## src/pkg/fph_defines.svh

```systemverilog
// Constants for the fast programming command handler
`ifndef FPH_DEFINES_SVH
`define FPH_DEFINES_SVH

// Handshake phase codes on the mode lines
`define FPH_MODE_CMD 4'h1
`define FPH_MODE_ADDR_PHASE_0 4'h2
`define FPH_MODE_ADDR_PHASE_1 4'h3
`define FPH_MODE_ADDR_PHASE_2 4'h4
`define FPH_MODE_ADDR_PHASE_3 4'h5
`define FPH_MODE_DATA 4'h6

// Opcode table
`define FPH_OP_PAGE_WRITE 8'h01
`define FPH_OP_PAGE_WRITE_LOCK 8'h02
`define FPH_OP_ERASE_PAGE_WRITE 8'h03
`define FPH_OP_ERASE_PAGE_WRITE_LOCK 8'h04
`define FPH_OP_ERASE_ALL 8'h08
`define FPH_OP_SET_LOCK 8'h0f
`define FPH_OP_CLEAR_LOCK 8'h10
`define FPH_OP_GET_LOCK 8'h12
`define FPH_OP_SET_NV 8'h0b
`define FPH_OP_CLEAR_NV 8'h0d
`define FPH_OP_GET_NV 8'h0e
`define FPH_OP_SET_SECURE 8'h11
`define FPH_OP_PICK_CTRL 8'h34
`define FPH_OP_MEM_WRITE 8'h1f
`define FPH_OP_GET_VERSION 8'h1e

// Controller select values carried in the data phase
`define FPH_SEL_ZERO 16'h0000
`define FPH_SEL_ONE 16'h0001

// Erase pin hold time
`define FPH_ERASE_HOLD_MS 220
`define FPH_CLK_KHZ 125000
`define FPH_ERASE_HOLD_CYC (`FPH_ERASE_HOLD_MS * `FPH_CLK_KHZ + 1)

`endif

```

## src/pkg/fph_pkg.sv

```systemverilog
// Types for the fast programming command handler
package fph_pkg;

  typedef enum logic [2:0] {
    FPH_ER_IDLE = 3'b001,
    FPH_ER_HOLD = 3'b010,
    FPH_ER_WAIT = 3'b100
  } fph_erase_t;

endpackage

```

## src/core/fph_cmd.sv

```systemverilog
// Fast programming command handler with its write FIFO
//
// Overview of operation
// - Set-flags mask ones activate configuration bits
// - Clear-flags mask ones deactivate bits
// - Erase-all also clears all configuration bits
// - Get-flags read returns configuration bit mask
// - Security active refuses every further command
// - Long erase pin hold, test low, erases
// - Security clears only after flash erased
// - Controller zero after reset; data selects
// - Flash commands go to selected controller
// - Memory write takes address phases then data
// - Data writes store then bump address
// - Get-version read returns interface version
// - Command phase ends chain, flushes load
//
// Strobed register access and the register offsets were decided locally.
`timescale 1ns/100ps
`include "fph_defines.svh"

module fph_fifo #(
  parameter int WIDTH = 8,
  parameter int DEPTH = 16
) (
  // Clock and reset
  input wire logic clock_in,
  input wire logic rst_b_in,
  // Fill side
  input wire logic in_valid_in,
  output logic in_ready_out,
  input wire logic [WIDTH-1:0] in_data_in,
  // Drain side
  output logic out_valid_out,
  input wire logic out_ready_in,
  output logic [WIDTH-1:0] out_data_out
);
  localparam int AW = $clog2(DEPTH);

  typedef struct packed {
    logic [DEPTH-1:0][WIDTH-1:0] mem;
    logic [AW-1:0] wr;
    logic [AW-1:0] rd;
    logic [AW:0] cnt;
  } fph_fifo_st_t;

  fph_fifo_st_t s_q;
  fph_fifo_st_t s_d;
  logic push;
  logic pop;

  if (DEPTH < 2 || (1 << AW) != DEPTH) begin : g_chk
    $error("fph_fifo depth must be a power of two");
  end

  assign in_ready_out = s_q.cnt != DEPTH[AW:0];
  assign out_valid_out = s_q.cnt != '0;
  assign out_data_out = s_q.mem[s_q.rd];
  assign push = in_valid_in && in_ready_out;
  assign pop = out_valid_out && out_ready_in;

  always_comb begin
    s_d = s_q;
    if (push) begin
      s_d.mem[s_q.wr] = in_data_in;
      s_d.wr = s_q.wr + 1'b1;
    end
    if (pop) begin
      s_d.rd = s_q.rd + 1'b1;
    end
    s_d.cnt = s_q.cnt + {{AW{1'b0}}, push} - {{AW{1'b0}}, pop};
  end

  always_ff @(posedge clock_in) begin
    if (!rst_b_in) begin
      s_q <= '0;
    end else begin
      s_q <= s_d;
    end
  end
endmodule

module fph_cmd #(
  parameter int DATA_W = 16,
  parameter int NV_BITS = 3,
  parameter int FIFO_DEPTH = 16,
  parameter int ERASE_CYC = `FPH_ERASE_HOLD_CYC,
  parameter logic [15:0] IFACE_VERSION = 16'h0001 // Arbitrary value
) (
  // Clock and reset
  input wire logic clock_in,
  input wire logic rst_b_in,
  // Programmer handshake port
  input wire logic [3:0] hs_mode_in,
  input wire logic [DATA_W-1:0] hs_data_in,
  input wire logic hs_wr_in,
  input wire logic hs_rd_in,
  output logic [DATA_W-1:0] hs_rd_data_out,
  output logic hs_ready_out,
  // Flash controller command port
  output logic flash_cmd_valid_out,
  output logic [7:0] flash_cmd_out,
  output logic [DATA_W-1:0] flash_arg_out,
  output logic flash_ctrl_one_out,
  output logic flush_out,
  // Write stream
  output logic mem_valid_out,
  input wire logic mem_ready_in,
  output logic mem_flash_out,
  output logic [31:0] mem_addr_out,
  output logic [DATA_W-1:0] mem_data_out,
  // Nonvolatile state and erase pin
  output logic [NV_BITS-1:0] nv_config_bit_out,
  output logic secure_out,
  input wire logic erase_pin_in,
  input wire logic test_select_in,
  output logic erase_req_out,
  input wire logic erase_done_in
);
  localparam int FW = 1 + 32 + DATA_W;
  localparam int NPH = 32 / DATA_W;

  typedef struct packed {
    logic [7:0] cmd;
    logic cmd_ok;
    logic [31:0] addr;
    logic [NV_BITS-1:0] nv;
    logic secure;
    logic sel_one;
    logic [DATA_W-1:0] rd_data;
    logic fc_valid;
    logic [7:0] fc_cmd;
    logic [DATA_W-1:0] fc_arg;
    logic flush;
    logic [31:0] er_cnt;
    fph_pkg::fph_erase_t er;
  } fph_st_t;

  fph_st_t s_q;
  fph_st_t s_d;
  logic fifo_valid;
  logic fifo_ready;
  logic [FW-1:0] fifo_data;
  logic [FW-1:0] fifo_out;

  if ((DATA_W != 8 && DATA_W != 16) || NV_BITS < 1 || NV_BITS > DATA_W ||
      ERASE_CYC < 1) begin : g_chk
    $error("fph_cmd needs DATA_W of 8 or 16, 1..DATA_W flag bits, ERASE_CYC of 1 or more");
  end

  function automatic logic [31:0] put_slice(input logic [31:0] a, input int idx,
                                            input logic [DATA_W-1:0] v);
    logic [31:0] r;
    r = a;
    r[idx*DATA_W +: DATA_W] = v;
    return r;
  endfunction

  function automatic logic is_stream(input logic [7:0] op);
    return op == `FPH_OP_MEM_WRITE || op == `FPH_OP_PAGE_WRITE ||
           op == `FPH_OP_PAGE_WRITE_LOCK || op == `FPH_OP_ERASE_PAGE_WRITE ||
           op == `FPH_OP_ERASE_PAGE_WRITE_LOCK;
  endfunction

  always_comb begin
    int ph;
    ph = 0;
    s_d = s_q;
    s_d.rd_data = '0;
    s_d.fc_valid = 1'b0;
    s_d.flush = 1'b0;
    fifo_valid = 1'b0;
    fifo_data = {is_stream(s_q.cmd) && s_q.cmd != `FPH_OP_MEM_WRITE, s_q.addr, hs_data_in};
    if (!s_q.secure && hs_wr_in) begin
      if (hs_mode_in == `FPH_MODE_CMD) begin
        s_d.cmd = hs_data_in[7:0];
        s_d.cmd_ok = 1'b1;
        s_d.flush = 1'b1;
      end else if (s_q.cmd_ok && hs_mode_in >= `FPH_MODE_ADDR_PHASE_0 &&
                   hs_mode_in <= `FPH_MODE_ADDR_PHASE_3) begin
        ph = int'(hs_mode_in - `FPH_MODE_ADDR_PHASE_0);
        if (is_stream(s_q.cmd) && ph < NPH) begin
          s_d.addr = put_slice(s_q.addr, ph, hs_data_in);
        end
      end else if (s_q.cmd_ok && hs_mode_in == `FPH_MODE_DATA) begin
        unique case (s_q.cmd)
          `FPH_OP_SET_NV: begin
            s_d.nv = s_q.nv | hs_data_in[NV_BITS-1:0];
            s_d.fc_valid = 1'b1;
          end
          `FPH_OP_CLEAR_NV: begin
            s_d.nv = s_q.nv & ~hs_data_in[NV_BITS-1:0];
            s_d.fc_valid = 1'b1;
          end
          `FPH_OP_ERASE_ALL: begin
            s_d.nv = '0;
            s_d.fc_valid = 1'b1;
          end
          `FPH_OP_SET_SECURE: begin
            if (hs_data_in == '0 && !s_q.sel_one) begin
              s_d.secure = 1'b1;
              s_d.fc_valid = 1'b1;
            end
          end
          `FPH_OP_PICK_CTRL: begin
            if (hs_data_in == `FPH_SEL_ZERO) begin
              s_d.sel_one = 1'b0;
            end else if (hs_data_in == `FPH_SEL_ONE) begin
              s_d.sel_one = 1'b1;
            end
          end
          `FPH_OP_SET_LOCK, `FPH_OP_CLEAR_LOCK: begin
            s_d.fc_valid = 1'b1;
          end
          default: begin
            if (is_stream(s_q.cmd) && fifo_ready) begin
              fifo_valid = 1'b1;
              s_d.addr = s_q.addr + 32'(DATA_W / 8);
            end
          end
        endcase
        s_d.fc_cmd = s_q.cmd;
        s_d.fc_arg = hs_data_in;
      end
    end
    if (!s_q.secure && hs_rd_in && s_q.cmd_ok && hs_mode_in == `FPH_MODE_DATA) begin
      if (s_q.cmd == `FPH_OP_GET_NV) begin
        s_d.rd_data = DATA_W'(s_q.nv);
      end else if (s_q.cmd == `FPH_OP_GET_VERSION) begin
        s_d.rd_data = IFACE_VERSION[DATA_W-1:0];
      end
    end
    unique case (s_q.er)
      fph_pkg::FPH_ER_IDLE: begin
        s_d.er_cnt = '0;
        if (erase_pin_in && !test_select_in) begin
          s_d.er = fph_pkg::FPH_ER_HOLD;
        end
      end
      fph_pkg::FPH_ER_HOLD: begin
        if (!erase_pin_in || test_select_in) begin
          s_d.er = fph_pkg::FPH_ER_IDLE;
        end else if (s_q.er_cnt >= 32'(ERASE_CYC - 1)) begin
          s_d.er = fph_pkg::FPH_ER_WAIT;
        end else begin
          s_d.er_cnt = s_q.er_cnt + 32'd1;
        end
      end
      fph_pkg::FPH_ER_WAIT: begin
        if (erase_done_in) begin
          s_d.secure = 1'b0;
          s_d.nv = '0;
          s_d.er = fph_pkg::FPH_ER_IDLE;
        end
      end
      default: begin
        s_d.er = fph_pkg::FPH_ER_IDLE;
      end
    endcase
  end

  always_ff @(posedge clock_in) begin
    if (!rst_b_in) begin
      s_q <= '0;
      s_q.er <= fph_pkg::FPH_ER_IDLE;
      s_q.sel_one <= 1'b0;
    end else begin
      s_q <= s_d;
    end
  end

  fph_fifo #(
    .WIDTH(FW),
    .DEPTH(FIFO_DEPTH)
  ) u_fifo (
    .clock_in(clock_in),
    .rst_b_in(rst_b_in),
    .in_valid_in(fifo_valid),
    .in_ready_out(fifo_ready),
    .in_data_in(fifo_data),
    .out_valid_out(mem_valid_out),
    .out_ready_in(mem_ready_in),
    .out_data_out(fifo_out)
  );

  assign mem_flash_out = fifo_out[FW-1];
  assign mem_addr_out = fifo_out[FW-2 -: 32];
  assign mem_data_out = fifo_out[DATA_W-1:0];
  assign hs_rd_data_out = s_q.rd_data;
  assign hs_ready_out = fifo_ready && !s_q.secure;
  assign flash_cmd_valid_out = s_q.fc_valid;
  assign flash_cmd_out = s_q.fc_cmd;
  assign flash_arg_out = s_q.fc_arg;
  assign flash_ctrl_one_out = s_q.sel_one;
  assign flush_out = s_q.flush;
  assign nv_config_bit_out = s_q.nv;
  assign secure_out = s_q.secure;
  assign erase_req_out = s_q.er == fph_pkg::FPH_ER_WAIT;
endmodule

```

## config.mk

```make
export PLATFORM = sky130hd
export DESIGN_NAME = fph_cmd
export DESIGN_NICKNAME = d
export VERILOG_FILES = /design/src/pkg/fph_pkg.sv /design/src/core/fph_cmd.sv
export VERILOG_INCLUDE_DIRS = /design/src /design/src/pkg
export SDC_FILE = /design/constraint.sdc
export NUM_CORES = 2
export LEC_CHECK = 0
export BUFFER_PORTS_ARGS = -buffer_cell sky130_fd_sc_hd__buf_2
export CORE_ASPECT_RATIO = 0.75
export CORE_MARGIN = 5
export CORE_UTILIZATION = 40
export CTS_BUF_LIST = sky130_fd_sc_hd__clkbuf_4
export CTS_CLUSTER_SIZE = 10
export DETAILED_ROUTE_END_ITERATION = 16
export PLACE_DENSITY = 0.68
export SKIP_LAST_GASP = 1
export SLEW_MARGIN = 20
export SYNTH_ARGS = -nofsm -noshare
export SYNTH_HDL_FRONTEND = slang
export SYNTH_SLANG_ARGS = --single-unit
```

## constraint.sdc

```tcl
create_clock -name clock_in -period 2.9 [get_ports clock_in]
set_clock_uncertainty 0.2 [all_clocks]
set_input_delay 0.145 -clock clock_in [delete_from_list [all_inputs] [get_ports clock_in]]
set_output_delay 0.145 -clock clock_in [all_outputs]
set_load 0.05 [all_outputs]
```

==> Yosys cells after proc, flatten, opt, wreduce, memory -nomap -nowiden <==
Cells that the tools add are included.
W data, S select, Z words.
{ "op_classes": {"add_sub_neg": 8, "n_lt_le_gt_ge": 7, "n_eq_ne": 29, "n_shift": 2, "n_mux": 41, "bitwise": 9, "n_reduce_logical": 43} }
{ "op_table": {"columns": ["operator", "count"], "rows": [
  ["$bwmux W784", 1],
  ["$bmux W49 S4", 1],
  ["$demux W49 S4", 1],
  ["$mux W32", 6],
  ["$mux W49", 2],
  ["$pmux W32 S2", 1],
  ["$eq A8 B4 Y1 const B", 5],
  ["$mux W37", 1],
  ["$neg A9 Y33", 1],
  ["$shift A16 B33 Y32 const A", 1],
  ["$shiftx A16 B33 Y32", 1],
  ["$add A32 B1 Y32 const B", 1],
  ["$add A32 B2 Y32 const B", 1],
  ["$bwmux W32", 1],
  ["$eq A8 B5 Y1 const B", 4],
  ["$ge A32 B25 Y1 const B", 1],
  ["$pmux W3 S3", 2],
  ["$eq A16 B1 Y1 const B", 1],
  ["$eq A8 B2 Y1 const B", 2],
  ["$logic_and A1 B1 Y1", 16],
  ["$logic_not A16 Y1", 1],
  ["$mux W3", 5],
  ["$mux W5", 3],
  ["$mux W1", 14],
  ["39 further kinds", 66]
]} }
{ "totals": {"regBits": 920, "input_bits": 28, "output_inout_bits": 99, "elab_cells": 172} }

==> Logic depth before layout (Yosys ltp) <==
{ "depth": {"ltp_word": 15, "depth_mapped": 15, "depth_no_buf": 14} }

==> Cells and area by module <==
Synthesis repeated with hierarchy kept, for this count alone.
{ "hier_totals": {"hier_cells": 4821, "area_unflattened_um2": 42141.7} }
{ "modules_own_cells": {"columns": ["module", "n_inst", "cells_each", "area_each_um2", "seq_area_each_um2"], "rows": [
  ["fph_fifo", 1, 4031, 35933.2, 15955.3],
  ["fph_cmd", 1, 790, 6208.5, 2202.1]
]} }

==> Worst setup path before layout <==
No wires, ideal clock.
{ "synth_timing": {"kind": "input -> register", "startpoint": "input port hs_mode_in[1]", "endpoint": "register s_q, in the netlist fifo_data[20]", "setup_time_ns": 0.132, "arrival_ns": 2.804, "required_ns": 2.568, "slack_ns": -0.236, "stages": 15, "path_buffers": 3, "path_cell_list": "inv_1 > ha_1 > ha_1 > clkbuf_1 > nand3_1 > nand2b_1 > ha_1 > nor4bb_1 > and4_1 > and3_1 > clkbuf_1 > o2111ai_2 > buf_2 > a221oi_1 > nor3_1"} }
{ "synth_between": {"elab_chain_len": 6, "word_cells_on_any_way": 22, "classes_between": "2 x add/sub; 3 x order compare; 4 x eq/ne; 2 x shift; 3 x mux; 1 x bitwise; 7 x reduce/logical"} }
{ "synth_lines": {"columns": ["element", "line", "text"], "rows": [
  ["from (decl)", "fph_cmd.sv:94", "input wire logic [3:0] hs_mode_in,"],
  ["$sub A4 B2 Y5 (no line)", null, null],
  ["$neg A9 Y33", "fph_cmd.sv:155", "r[idx*DATA_W +: DATA_W] = v;"],
  ["$shiftx A16 B33 Y32 / $shift A16 B33 Y32 (equally long branches)", "fph_cmd.sv:155", null],
  ["$bwmux W32", "fph_cmd.sv:155", null],
  ["$mux W32", "fph_cmd.sv:182", "if (is_stream(s_q.cmd) && ph < NPH) begin"],
  ["$mux W32", "fph_cmd.sv:179", "end else if (s_q.cmd_ok && hs_mode_in >= `FPH_MODE_ADDR_PHASE_0 &&"],
  ["to (decl)", "fph_cmd.sv:139", "fph_st_t s_q;"]
]} }
Several ways; a longest one is shown, not always the timed one. The select of a mux whose other input is x is not followed.
A chain may end at the register's enable or synchronous reset.

==> Final worst setup path <==
{ "layout_timing": {"startpoint": "register u_fifo.s_q[5] in the netlist's numbering", "endpoint": "output port mem_data_out[0]"} }
{ "layout_between": {"elab_chain_len": 2} }
{ "layout_lines": {"columns": ["element", "line", "text"], "rows": [
  ["from (decl)", "fph_cmd.sv:47", "fph_fifo_st_t s_q;"],
  ["from (signal assigned)", "fph_cmd.sv:76", "s_q <= '0;"],
  ["from (signal assigned)", "fph_cmd.sv:78", "s_q <= s_d;"],
  ["$bmux W49 S4", "fph_cmd.sv:58", "assign out_data_out = s_q.mem[s_q.rd];"],
  ["$mux W49 (not written as such)", "fph_cmd.sv:58", null],
  ["to (decl)", "fph_cmd.sv:111", "output logic [DATA_W-1:0] mem_data_out,"]
]} }
Every way passes these cells. The select of a mux whose other input is x is not followed.

==> impl_metrics.tcl <==
set metrics [dict create \
    status "finished, violations left" \
    violations "setup timing" \
    clk_pin_slew_ns 0.07 \
    crit_required_ns 2.56 \
    drv_cap 0 \
    port_buffers 113 \
    setup_violations 895 \
    htree_levels 4 \
    postRouteAntennaNets 0 \
    die_h_um 287.1 \
    synth.most_common_cell "nand2_1" \
    netlist_instances 3848 \
    synth_area_leader_cell "dfxtp_1" \
    rsz0062_at_grt "true" \
    maxSlewHeadroom_pct 38.87 \
    die_area_um2 109000 \
    wl_met3_um 9386 \
    fin_setup_tns_ns -247.66 \
    fin_crit_ns 3.576 \
    vias_per_cell 5.470 \
    r2r-start "s_q[115]" \
    yosysWarnings 0 \
    worstMarginPinSlew_ns 0.9108 \
    avgRoutedWirePerCell_um 21.08 \
    gp_congestion 0.8690 \
    critPathLaunch "u_fifo.s_q[5]" \
    rows 101 \
    syn_to_final_growth_pct 17.79 \
    wl_met2_um 52800 \
    synth_cell_types 80 \
    fill_cells 9041 \
    drt_iter0_markers 2974 \
    holdWs_ns 0.1462 \
    clock_path_buffers 3 \
    drt_first_pass_iters 5 \
    worst_slack_ns -0.6758 \
    core_area_um2 101500 \
    clock-sinks 907 \
    root_buffer "clkbuf_4" \
    cts_tree "yes" \
    synth-main-ff-cell "dfxtp_1" \
    hold_path.class "in2reg" \
    fmax_mhz 279.7 \
    grt_pass1_wl_um 181000 \
    syn_avg_cell_area_um2 10.64 \
    start_util_pct 40.36 \
    io_pins 127 \
    finalWirelength_um 118200 \
    antenna_found_initial 5 \
    synthesis.area_um2 40960 \
    crit_family "multiplexers" \
    hold_start "erase_pin_in" \
    synthArstFlopShare_pct 0 \
    cp_max_fo 6 \
    dr.max_layer_used "met5" \
    drc 0 \
    vias 30680 \
    worst_ep_arrival_time_ns 3.23 \
    finalHoldViolations 0 \
    cts_buffers 220 \
    cp_cell_sequence "buf_12 > buf_12 > buf_16 > mux4_2 > mux4_2 > buf_8" \
    place_hpwl_um 69750 \
    layout.nets 4164 \
    layout-drive-gt1-share_pct 22.87 \
    worst-setup-path-type "reg2out" \
    p_per_area_nw_per_um2 567.7 \
    die_x_um 379.5 \
    synthTopCellsByCount "nand2_1, dfxtp_1, mux2i_1, mux4_2, clkbuf_1" \
    cellLeakagePower_nw 16.14 \
    finalCritPeriodShare_pct 123.3 \
    path_buf_inv 4 \
    synth-seq-cells 907 \
    yosys.area.top_type_share_pct 44.33 \
    clkLatencyLatePin_ns 1.13 \
    synth_enable_flop_cells 0 \
    wl_met1_um 53760 \
    cp-start-kind "flip-flop" \
    yosysSeqAreaShare_pct 44.33 \
    cpPeakStageDelay_ns 0.60 \
    slew_violations 0 \
    grt_pass1_vias 30400 \
    grt_max_degree 120 \
    crit_path_top_delay_cell "mux4_2" \
    peakVddDrop_mv 0.3617 \
    synth_area_leaders "dfxtp_1, mux2i_1, mux4_2, nand2_1, clkbuf_1" \
    track_usage_pct 21.20 \
    cp-end-kind "primary output" \
    grt_overflow 0 \
]
==> what timing repair did <==
action                                  4_1_cts  5_1_grt
buffers inserted                             18       16
endpoints found under the hold margin       907       21
hold buffers                                 86        2
pin swaps                                     0        6
gates cloned                                 10       10
endpoints found under the setup margin       49      867
gates resized for setup                      96       44
==> tightest hold or removal path, delay by kind of cell <==
| kind | cells | cell delay (ns) |
|---|---|---|
| AO/OA/AOI/OAI | 3 | 0.39 |
| buffers and inverters | 3 | 0.83 |
| AND/OR/NAND/NOR | 1 | 0.08 |
==> kinds of logic (layout without fill, tap and decap cells) <==
family / Yosys count / in the layout / synth area share, %
compound gates: 212 / 212 / 3.501
xor+xnor: 25 / 25 / 0.5346
fa+ha+maj: 26 / 26 / 0.8126
buf+inv: 415 / 814 / 5.343
flops: 907 / 907 / 44.33
mux: 1040 / 1040 / 32.90
other cells: 1 / 23 / 0.009156
simple gates: 1222 / 1222 / 12.56
==> report_power, final <==
part / total (mW) / switching [mW] / internal (mW)
Sequential: 12.6 / 0.0649 / 12.5
Clock: 10.2 / 5.17 / 5.02
Combinational: 4.62 / 2.31 / 2.31
Total: 27.4 / 7.55 / 19.8
==> routing by layer <==
metal  track usage, %  vias up
met5                0        -
met4            6.400        4
met3            4.843      172
met2            32.23     1108
met1            30.14    15290
li1                 -    14100
==> final cells by class <==
type / instances / area [µm²] / area share [%]
multi-input cells: 2538 / 20880 / 43.27
flip-flops and latches: 907 / 18180 / 37.68
clock inverters: 57 / 267.8 / 0.5550
well taps: 1339 / 1675 / 3.473
diodes: 10 / 25.02 / 0.05187
inverters: 29 / 108.9 / 0.2256
clock buffers: 314 / 2357 / 4.886
repair buffers: 414 / 4757 / 9.860
==> cells in the final DEF, fill, tap and decap left out, types with 14 or more instances in the layout <==
master	netlist	layout
clkbuf_4	0	314
buf_12	8	76
a21oi_1	80	80
buf_6	17	34
mux4_2	245	245
xnor2_1	18	18
inv_1	29	24
clkinv_1	0	40
nor3_1	21	20
o21ai_0	45	45
and2_1	26	25
mux2i_1	794	794
ha_1	25	20
nand4_1	15	15
nand3_1	33	32
dfxtp_1	907	898
and3_1	30	14
buf_4	86	123
nand2_1	932	932
and3_4	0	16
dlygate4sd3_1	0	83
nor2_1	78	77
buf_2	40	65
==> stage by stage <==
stage / power [mW] / cells / util, % / setup WS [ns] / cell area (µm²)
global placement: 16.19 / 5092 / 42.86 / -0.1895 / 43490
floorplan: 15.19 / 3860 / - / -0.07373 / 41120
global route: 28.57 / 5605 / 47.54 / -0.7808 / 48240
finish: 27.39 / 5608 / 47.54 / -0.6758 / 48250
CTS: 27.30 / 5577 / 47.11 / -0.7880 / 47810
detailed placement: 16.19 / 5092 / 42.86 / -0.2012 / 43490
==> registers in the layout (all words and copies together), names as in the netlist <==
register / count
flash_cmd_valid_out: 1
flash_ctrl_one_out: 1
u_fifo.s_q: 797
hs_rd_data_out: 3
flush_out: 1
flash_cmd_out: 8
secure_out: 1
nv_config_bit_out: 3
s_q: 44
flash_arg_out: 16
fifo_data: 32
==> worst paths after layout <==
check	endpoint	slack, ns	cells after the start
min reg2reg	u_fifo.s_q[578]	0.25	2
min	s_q[26]	0.15	7
max reg2reg	u_fifo.s_q[213]	0.14	9
max	mem_data_out[0]	-0.68	6
Power figures use the tool's default switching activity.
